`config.mk`:
```
export PLATFORM = sky130hd
export DESIGN_NAME = isb_interp
export DESIGN_NICKNAME = d
export VERILOG_FILES = /design/src/hdl/isb_pkg.sv /design/src/hdl/isb_interp.sv
export SDC_FILE = /design/constraint.sdc
export NUM_CORES = 2
export LEC_CHECK = 0
export BUFFER_PORTS_ARGS = -buffer_cell sky130_fd_sc_hd__buf_2
export CAP_MARGIN = 20
export CORE_ASPECT_RATIO = 0.75
export CORE_UTILIZATION = 55
export CTS_BUF_LIST = sky130_fd_sc_hd__clkbuf_8
export DETAILED_ROUTE_END_ITERATION = 7
export GPL_TIMING_DRIVEN = 0
export PLACE_DENSITY = 0.78
export REMOVE_ABC_BUFFERS = 1
export SLEW_MARGIN = 25
export SYNTH_ARGS = -nofsm -noshare
export SYNTH_HDL_FRONTEND = slang
export SYNTH_SLANG_ARGS = --single-unit
```
`constraint.sdc`:
```
create_clock -name clock_in -period 17.1 [get_ports clock_in]
set_input_delay 1.71 -clock clock_in [delete_from_list [all_inputs] [get_ports clock_in]]
set_output_delay 1.71 -clock clock_in [all_outputs]
set_load 0.01 [all_outputs]
```
`src/hdl/isb_pkg.sv`:
```
package isb_pkg;

    // ----------------------------------------
    // Widths and limits
    // ----------------------------------------
    localparam int DATA_W = 32;
    localparam int PC_W = 8;
    localparam int VAR_W = 4;
    localparam int GEN_INPUTS = 9;
    localparam int NEST_DEPTH = 8;
    localparam int SP_W = 4;
    // Largest constant magnitude accepted in a comparison
    localparam logic signed [DATA_W-1:0] MAX_NUMBER = 32'sh7FFFFFFF;
    // Variable index that reads the general input status word
    localparam logic [VAR_W-1:0] VAR_GEN_STATUS = 4'h0;
    localparam logic [SP_W-1:0] SP_FULL = 4'h8;
    localparam logic [PC_W-1:0] PC_RESET = 8'h00;
    localparam logic [GEN_INPUTS-1:0] STATUS_RESET = 9'h000;

    // ----------------------------------------
    // Statement encoding
    // ----------------------------------------
    typedef enum logic [3:0] {
        OP_OTHER = 4'h0,
        OP_IF = 4'h1,
        OP_ELSE = 4'h2,
        OP_BLOCK_END = 4'h3,
        OP_WHILE = 4'h4,
        OP_LOOP_END = 4'h5,
        OP_LOOP_EXIT = 4'h6,
        OP_COUNT = 4'h7,
        OP_COUNT_END = 4'h8,
        OP_COUNT_EXIT = 4'h9,
        OP_END = 4'hA
    } isb_op_e;

    // Both single and double equals sign encode as CMP_EQ
    typedef enum logic [2:0] {
        CMP_EQ = 3'h0,
        CMP_NE = 3'h1,
        CMP_LT = 3'h2,
        CMP_LE = 3'h3,
        CMP_GT = 3'h4,
        CMP_GE = 3'h5
    } isb_cmp_e;

    typedef enum logic [1:0] {
        KIND_IF = 2'h0,
        KIND_WHILE = 2'h1,
        KIND_COUNT = 2'h2
    } isb_kind_e;

    typedef enum logic [1:0] {
        SK_ELSE_OR_END = 2'h0,
        SK_BLOCK_END = 2'h1,
        SK_LOOP_END = 2'h2,
        SK_COUNT_END = 2'h3
    } isb_skip_e;

    typedef struct packed {
        logic is_var;
        logic [VAR_W-1:0] var_idx;
        logic signed [DATA_W-1:0] value;
    } isb_operand_s;

    typedef struct packed {
        isb_op_e op;
        isb_cmp_e cmp;
        isb_operand_s lhs;
        isb_operand_s rhs;
    } isb_stmt_s;

    typedef struct packed {
        logic valid;
        logic [11:0] bcd;
        logic [GEN_INPUTS-1:0] value;
    } isb_reply_s;

endpackage : isb_pkg

```
`src/hdl/isb_interp.sv`:
```
`timescale 1ns/1ps
`default_nettype none
module isb_interp (
    // Clock, reset, enable
    input wire logic clock_in,
    input wire logic reset_in,
    input wire logic ce_in,
    // Sequence control
    input wire logic start_in,
    input wire logic [isb_pkg::PC_W-1:0] start_pc_in,
    output logic busy_out,
    output logic done_out,
    output logic fault_out,
    output logic [isb_pkg::SP_W-1:0] depth_out,
    // Program store, read at pc_out in the same cycle
    output logic [isb_pkg::PC_W-1:0] pc_out,
    input wire isb_pkg::isb_stmt_s stmt_in,
    // Program variable reads
    output logic [isb_pkg::VAR_W-1:0] lhs_var_out,
    output logic [isb_pkg::VAR_W-1:0] rhs_var_out,
    input wire logic signed [isb_pkg::DATA_W-1:0] lhs_data_in,
    input wire logic signed [isb_pkg::DATA_W-1:0] rhs_data_in,
    // Other statements handed to the motion side
    output logic other_valid_out,
    input wire logic other_done_in,
    // General inputs and status word
    input wire logic [isb_pkg::GEN_INPUTS-1:0] gen_in_in,
    input wire logic [isb_pkg::GEN_INPUTS-1:0] sys_assign_in,
    output logic [isb_pkg::GEN_INPUTS-1:0] status_word_out,
    input wire logic query_in,
    input wire logic monitor_start_in,
    input wire logic monitor_stop_in,
    input wire logic monitor_interactive_in,
    output logic monitor_active_out,
    output isb_pkg::isb_reply_s reply_out
);
    import isb_pkg::*;

    // ----------------------------------------
    // Helpers
    // ----------------------------------------
    function automatic logic compare(input isb_cmp_e c, input logic signed [DATA_W-1:0] a,
                                     input logic signed [DATA_W-1:0] b);
        logic r;
        r = 1'b0;
        case (c)
            CMP_EQ: r = (a == b);
            CMP_NE: r = (a != b);
            CMP_LT: r = (a < b);
            CMP_LE: r = (a <= b);
            CMP_GT: r = (a > b);
            CMP_GE: r = (a >= b);
            default: r = 1'b0;
        endcase
        return r;
    endfunction : compare

    function automatic logic [11:0] to_bcd(input logic [GEN_INPUTS-1:0] v);
        logic [11:0] d;
        d = 12'h000;
        for (int i = GEN_INPUTS - 1; i >= 0; i--) begin
            for (int k = 0; k < 3; k++) begin
                if (d[k*4 +: 4] > 4'h4) begin
                    d[k*4 +: 4] = d[k*4 +: 4] + 4'h3;
                end
            end
            d = {d[10:0], v[i]};
        end
        return d;
    endfunction : to_bcd

    // ----------------------------------------
    // General input status word
    // ----------------------------------------
    logic [GEN_INPUTS-1:0] pin_meta_reg, pin_sync_reg, status_reg, status_next;
    logic mon_reg, mon_next;
    isb_reply_s reply_reg, reply_next;

    // Pins are asynchronous, so two stages before use
    always_comb begin
        status_next = pin_sync_reg & ~sys_assign_in;
        mon_next = mon_reg;
        if (monitor_start_in && monitor_interactive_in) begin
            mon_next = 1'b1;
        end
        if (monitor_stop_in) begin
            mon_next = 1'b0;
        end
        reply_next.valid = query_in || (mon_reg && (status_next != status_reg));
        reply_next.value = status_next;
        reply_next.bcd = to_bcd(status_next);
    end

    always_ff @(posedge clock_in or posedge reset_in) begin
        if (reset_in) begin
            pin_meta_reg <= STATUS_RESET;
            pin_sync_reg <= STATUS_RESET;
            status_reg <= STATUS_RESET;
            mon_reg <= 1'b0;
            reply_reg <= '0;
        end else if (ce_in) begin
            pin_meta_reg <= gen_in_in;
            pin_sync_reg <= pin_meta_reg;
            status_reg <= status_next;
            mon_reg <= mon_next;
            reply_reg <= reply_next;
        end
    end

    assign status_word_out = status_reg;
    assign monitor_active_out = mon_reg;
    assign reply_out = reply_reg;

    // ----------------------------------------
    // Interpreter
    // ----------------------------------------
    typedef enum logic [4:0] {
        ST_IDLE = 5'b00001,
        ST_RUN = 5'b00010,
        ST_WAIT = 5'b00100,
        ST_SKIP = 5'b01000,
        ST_FAULT = 5'b10000
    } isb_state_e;

    isb_state_e state_reg, state_next;
    logic [PC_W-1:0] pc_reg, pc_next;
    logic [SP_W-1:0] sp_reg, sp_next, skip_depth_reg, skip_depth_next;
    isb_skip_e skip_reg, skip_next;
    logic done_reg, done_next;
    // Block stack: kind, opener address, remaining count
    isb_kind_e stk_kind [NEST_DEPTH];
    logic [PC_W-1:0] stk_pc [NEST_DEPTH];
    logic signed [DATA_W-1:0] stk_cnt [NEST_DEPTH];
    logic push_en, cnt_wr_en;
    isb_kind_e push_kind;
    logic signed [DATA_W-1:0] push_cnt, cnt_wr;
    logic signed [DATA_W-1:0] lhs_val, rhs_val;
    logic cond_true, range_ok, opener, closer, top_ok, target_hit;
    isb_kind_e top_kind, closer_kind;
    logic [SP_W-1:0] top_idx;

    assign lhs_var_out = stmt_in.lhs.var_idx;
    assign rhs_var_out = stmt_in.rhs.var_idx;
    assign top_idx = sp_reg - 4'h1;

    // Operand fetch; status word is a readable variable
    always_comb begin
        lhs_val = stmt_in.lhs.value;
        rhs_val = stmt_in.rhs.value;
        if (stmt_in.lhs.is_var) begin
            lhs_val = (stmt_in.lhs.var_idx == VAR_GEN_STATUS) ? DATA_W'(status_reg) : lhs_data_in;
        end
        if (stmt_in.rhs.is_var) begin
            rhs_val = (stmt_in.rhs.var_idx == VAR_GEN_STATUS) ? DATA_W'(status_reg) : rhs_data_in;
        end
        // Constants must stay within plus/minus the maximum number
        range_ok = (stmt_in.lhs.is_var || (stmt_in.lhs.value >= -MAX_NUMBER))
                && (stmt_in.rhs.is_var || (stmt_in.rhs.value >= -MAX_NUMBER));
        cond_true = compare(stmt_in.cmp, lhs_val, rhs_val);
        opener = (stmt_in.op == OP_IF) || (stmt_in.op == OP_WHILE) || (stmt_in.op == OP_COUNT);
        closer = (stmt_in.op == OP_BLOCK_END) || (stmt_in.op == OP_LOOP_END) || (stmt_in.op == OP_COUNT_END);
        closer_kind = (stmt_in.op == OP_LOOP_END) ? KIND_WHILE :
                      (stmt_in.op == OP_COUNT_END) ? KIND_COUNT : KIND_IF;
        top_kind = stk_kind[top_idx[2:0]];
        top_ok = (sp_reg != 4'h0) && (top_kind == closer_kind);
        target_hit = ((skip_reg == SK_ELSE_OR_END || skip_reg == SK_BLOCK_END) && closer_kind == KIND_IF)
                  || (skip_reg == SK_LOOP_END && closer_kind == KIND_WHILE)
                  || (skip_reg == SK_COUNT_END && closer_kind == KIND_COUNT);
    end

    // Next-state logic; one statement per enabled cycle
    always_comb begin
        state_next = state_reg;
        pc_next = pc_reg;
        sp_next = sp_reg;
        skip_next = skip_reg;
        skip_depth_next = skip_depth_reg;
        done_next = 1'b0;
        push_en = 1'b0;
        push_kind = KIND_IF;
        push_cnt = lhs_val;
        cnt_wr_en = 1'b0;
        cnt_wr = stk_cnt[top_idx[2:0]] - 32'sh1;
        case (state_reg)
            ST_IDLE: begin
                if (start_in) begin
                    state_next = ST_RUN;
                    pc_next = start_pc_in;
                    sp_next = 4'h0;
                end
            end
            ST_RUN: begin
                pc_next = pc_reg + 8'h01;
                case (stmt_in.op)
                    OP_OTHER: begin
                        pc_next = pc_reg;
                        state_next = ST_WAIT;
                    end
                    OP_IF, OP_WHILE, OP_COUNT: begin
                        push_kind = (stmt_in.op == OP_IF) ? KIND_IF :
                                    (stmt_in.op == OP_WHILE) ? KIND_WHILE : KIND_COUNT;
                        if (sp_reg == SP_FULL || !range_ok) begin
                            state_next = ST_FAULT;
                            pc_next = pc_reg;
                        end else begin
                            push_en = 1'b1;
                            sp_next = sp_reg + 4'h1;
                            if (stmt_in.op == OP_COUNT ? (lhs_val <= 32'sh0) : !cond_true) begin
                                state_next = ST_SKIP;
                                skip_depth_next = 4'h0;
                                skip_next = (stmt_in.op == OP_IF) ? SK_ELSE_OR_END :
                                            (stmt_in.op == OP_WHILE) ? SK_LOOP_END : SK_COUNT_END;
                            end
                        end
                    end
                    OP_ELSE: begin
                        state_next = ST_SKIP;
                        skip_next = SK_BLOCK_END;
                        skip_depth_next = 4'h0;
                    end
                    OP_LOOP_EXIT, OP_COUNT_EXIT: begin
                        state_next = ST_SKIP;
                        skip_next = (stmt_in.op == OP_LOOP_EXIT) ? SK_LOOP_END : SK_COUNT_END;
                        skip_depth_next = 4'h0;
                    end
                    OP_BLOCK_END, OP_LOOP_END, OP_COUNT_END: begin
                        if (!top_ok) begin
                            state_next = ST_FAULT;
                            pc_next = pc_reg;
                        end else if (stmt_in.op == OP_LOOP_END) begin
                            sp_next = sp_reg - 4'h1;
                            pc_next = stk_pc[top_idx[2:0]];
                        end else if (stmt_in.op == OP_COUNT_END && cnt_wr > 32'sh0) begin
                            cnt_wr_en = 1'b1;
                            pc_next = stk_pc[top_idx[2:0]] + 8'h01;
                        end else begin
                            sp_next = sp_reg - 4'h1;
                        end
                    end
                    OP_END: begin
                        pc_next = pc_reg;
                        state_next = (sp_reg == 4'h0) ? ST_IDLE : ST_FAULT;
                        done_next = (sp_reg == 4'h0);
                    end
                    default: begin
                        state_next = ST_FAULT;
                        pc_next = pc_reg;
                    end
                endcase
            end
            ST_WAIT: begin
                if (other_done_in) begin
                    pc_next = pc_reg + 8'h01;
                    state_next = ST_RUN;
                end
            end
            ST_SKIP: begin
                pc_next = pc_reg + 8'h01;
                if (stmt_in.op == OP_END) begin
                    state_next = ST_FAULT;
                    pc_next = pc_reg;
                end else if (opener) begin
                    if (skip_depth_reg == SP_FULL) begin
                        state_next = ST_FAULT;
                    end
                    skip_depth_next = skip_depth_reg + 4'h1;
                end else if (closer && skip_depth_reg != 4'h0) begin
                    skip_depth_next = skip_depth_reg - 4'h1;
                end else if (closer) begin
                    // Enclosing blocks left on the way out are popped too
                    sp_next = sp_reg - 4'h1;
                    if (!top_ok) begin
                        state_next = ST_FAULT;
                    end else if (target_hit) begin
                        state_next = ST_RUN;
                    end
                end else if (stmt_in.op == OP_ELSE && skip_depth_reg == 4'h0 && skip_reg == SK_ELSE_OR_END) begin
                    state_next = ST_RUN;
                end
            end
            ST_FAULT: begin
                // Held until a new start; stack state is discarded
                if (start_in) begin
                    state_next = ST_RUN;
                    pc_next = start_pc_in;
                    sp_next = 4'h0;
                end
            end
            default: begin
                state_next = ST_IDLE;
            end
        endcase
    end

    // Interpreter registers and block stack
    always_ff @(posedge clock_in or posedge reset_in) begin
        if (reset_in) begin
            state_reg <= ST_IDLE;
            pc_reg <= PC_RESET;
            sp_reg <= 4'h0;
            skip_reg <= SK_ELSE_OR_END;
            skip_depth_reg <= 4'h0;
            done_reg <= 1'b0;
            for (int i = 0; i < NEST_DEPTH; i++) begin
                stk_kind[i] <= KIND_IF;
                stk_pc[i] <= PC_RESET;
                stk_cnt[i] <= 32'sh0;
            end
        end else if (ce_in) begin
            state_reg <= state_next;
            pc_reg <= pc_next;
            sp_reg <= sp_next;
            skip_reg <= skip_next;
            skip_depth_reg <= skip_depth_next;
            done_reg <= done_next;
            if (push_en) begin
                stk_kind[sp_reg[2:0]] <= push_kind;
                stk_pc[sp_reg[2:0]] <= pc_reg;
                stk_cnt[sp_reg[2:0]] <= push_cnt;
            end
            if (cnt_wr_en) begin
                stk_cnt[top_idx[2:0]] <= cnt_wr;
            end
        end
    end

    // Outputs
    assign pc_out = pc_reg;
    assign busy_out = (state_reg == ST_RUN) || (state_reg == ST_WAIT) || (state_reg == ST_SKIP);
    assign fault_out = (state_reg == ST_FAULT);
    assign done_out = done_reg;
    assign depth_out = sp_reg;
    assign other_valid_out = (state_reg == ST_WAIT);

endmodule : isb_interp
`default_nettype wire

```
==> results_dict.tcl <==
set metrics [dict create \
    grt_max_degree 120 \
    post-cts-setup-buffers 0 \
    grt_overflow 0 \
    ys_seq_area_frac 0.386 \
    crit_path_start_kind "flop" \
    cp.depth 19 \
    dieArea_mm2 0.0479 \
    diodes 0 \
    hold_violations 0 \
    cpPeakStageDelay_ps 950 \
    die_h_um 190 \
    rsz0062_at_grt "no" \
    syn2layout_area_growth_pct 14.3 \
    period_needed_ps 8650 \
    regMostFlops "stk_cnt" \
    wl_met3_mm 11.9 \
    path_delay_family "simple AND/OR/NAND/NOR gates" \
    viasPerCell 6.99 \
    path_class "reg -> reg" \
    route.detailed.drc 0 \
    wl_per_cell_um 26.2 \
    power_leakage_nw 13.1 \
    path_buf_inv 7 \
    nets 3164 \
    grtUsageTotal 0.391 \
    synth_flop_cell "dfrtp_1" \
    synth_warnings 0 \
    pin_count 236 \
    path_max_fanout 50 \
    final_cell_mix "dfrtp_1 (397), nor2_1 (310), a21oi_1 (288), buf_2 (273), nand2_1 (185)" \
    setup_viol 0 \
    cp_cell_sequence "buf_16 -> inv_4 -> ha_4 -> inv_4 -> buf_12 -> a2111oi_1 -> nor4_1 -> nand4b_1 -> nor3_1 -> and2_2 -> nand3_1 -> xor2_1 -> and2_1 -> nand2_2 -> nor4_2 -> buf_2 -> buf_2 -> buf_2 -> a211oi_1" \
    drive_above_1_share 0.246 \
    cts_buffers 69 \
    finalNonFillerCells 3603 \
    clkTransAtPathRegs_ps 60 \
    ant_nets 0 \
    endpoint_kind "flop" \
    drt-initial-drc-count 3560 \
    fp-row-count 68 \
    critical_path_arrival_ps 9150 \
    wl_mm 94.3 \
    yosysTopAreaCell "dfrtp_1" \
    grt_pass1_wl_mm 144 \
    portBuffers 234 \
    crit_path_frequent_cell "buf_2" \
    reg2reg_depth 19 \
    syn_avg_cell_area_um2 9.35 \
    clock.fmax_ghz 0.116 \
    die_w_um 252 \
    cp_slowest_cell "nor4_2" \
    antenna_found_initial 1 \
    root_buffer "clkbuf_8" \
    worst_r2r_endpoint "stk_cnt[201]" \
    wl_met1_mm 34.5 \
    clock_sinks 399 \
    setup_slack_ps 8450 \
    endpoint "stk_cnt[201]" \
    cap_violations 0 \
    dr.pass1.iters 6 \
    synth_area_leaders "dfrtp_1 (39%), a21oi_1 (5.7%), a211oi_1 (5.3%), mux4_2 (4.5%), nor2_1 (4.5%)" \
    dp_hpwl_mm 65.2 \
    async_reset_ff_frac 1.00 \
    power.density_mw_per_mm2 177 \
    largest_reg_flops 256 \
    cp-startpoint "depth_out[0]" \
    cts_tree "done" \
    hold_path.class "reg -> reg" \
    critPathRequiredTime_ps 17600 \
    dp.cells 3483 \
    core_area_mm2 0.0462 \
    dr.max_layer_used "met4" \
    clk_path_buf_depth 3 \
    status "finished clean" \
    synth_area_mm2 0.0259 \
    skew_ps 33.9 \
    finalMaxSlewViolations 0 \
    synth_cells 2766 \
    cts_resized 0 \
    dp_slack_ps 8980 \
    wl_met2_mm 41.2 \
    worstMarginPinSlew_ps 1140 \
    r2r_slack_ps 8450 \
    clock_latency_ps 670 \
    dr_total_vias 25200 \
    slew_headroom 0.232 \
    start_util 0.560 \
    place.gp.congestion 0.961 \
    final_common_cell "dfrtp_1" \
    ys_ff_latch 399 \
    grt_pass1_vias 24900 \
    netlist.area_leader.share 0.385 \
    cts_max_level 3 \
    hold_buffers 0 \
    fin_crit_sh 0.506 \
    rr_startpoint "depth_out[0]" \
    ir_drop_mv 0.149 \
    holdPathStages 2 \
    synth.distinct_cells 97 \
    synth-edff-count 0 \
]
==> synth_stat cells, drive strengths merged, types with 5 or more instances <==
cell type  count
dfrtp        398
a21oi        313
nor2         310
a211oi       213
nand2        193
buf          124
clkbuf       123
mux2         102
inv           88
o21ai         83
mux2i         80
ha            58
mux4          56
nand3         52
nor3          43
nor2b         41
nor4          41
a31oi         38
or3           37
xnor2         34
o221a         31
nand4         30
o22ai         30
a21o          22
xor2          21
and2          14
and3          14
nor3b         13
nand2b        12
nand3b         9
o211ai         9
o31ai          9
or4            9
a32o           8
o32ai          8
o41ai          8
a2111oi        6
a22oi          6
or2            6
a221o          5
==> tightest hold or removal path, delay by kind of cell (launching register included) <==
kind / cells / cell delay (ps)
DFF: 1 / 350
AOI/OAI and AO/OA: 1 / 60
and+or+nand+nor: 1 / 50
==> how the worst min path moves through the flow <==
stage | start | slack [ps] | end
after floorplan | stk_pc[34] | 440 | stk_pc[34]
after global placement | stk_pc[2] | 460 | stk_pc[2]
after detailed placement | stk_pc[34] | 470 | stk_pc[34]
after CTS | stk_pc[34] | 490 | stk_pc[34]
after global routing | done_out | 500 | done_out
final | stk_kind[5] | 480 | stk_kind[5]
==> final cells by class <==
class,count,area [um^2]
Fill cell,3619,16700
Multi-Input combinational cell,2031,14700
Sequential cell,399,9990
Timing Repair Buffer,335,2420
Clock buffer,82,1130
Tap cell,630,788
Inverter,89,352
Clock inverter,37,221
==> per-stage QoR <==
step / TNS [ps] / hold slack, ps / utilization / total power, mW / area (um^2)
3_3_place_gp: -664220 / 457 / 0.576 / 4.01 / 26600
6_report: 0 / 483 / 0.640 / 5.23 / 29500
5_1_grt: 0 / 504 / 0.640 / 5.46 / 29500
2_1_floorplan: 0 / 445 / - / 3.29 / 24600
4_1_cts: 0 / 488 / 0.638 / 5.12 / 29500
3_5_place_dp: 0 / 474 / 0.609 / 4.23 / 28100
==> metal layers <==
| metal | GRT usage | vias up |
|---|---|---|
| met4 | 0.247 | 0 |
| li1 | - | 10500 |
| met5 | 0 | - |
| met2 | 0.588 | 1947 |
| met1 | 0.494 | 12200 |
| met3 | 0.120 | 491 |
==> power by group <==
group | switching (mW) | internal, mW | leakage, nW
registers | 0.204 | 1.18 | 5.40
clock network | 0.421 | 0.465 | 0.771
logic | 1.87 | 1.10 | 6.97
total | 2.49 | 2.74 | 13.1
==> cells by family after synthesis <==
family / synth area share
AOI/OAI and AO/OA: 0.224
xor gates and xnor gates: 0.0196
adders and majority gates: 0.0288
buffers and inverters: 0.0597
DFF: 0.386
muxes: 0.127
other: 0.000145
and+or+nand+nor: 0.154
Note: power is estimated with default switching activity, not from simulation.
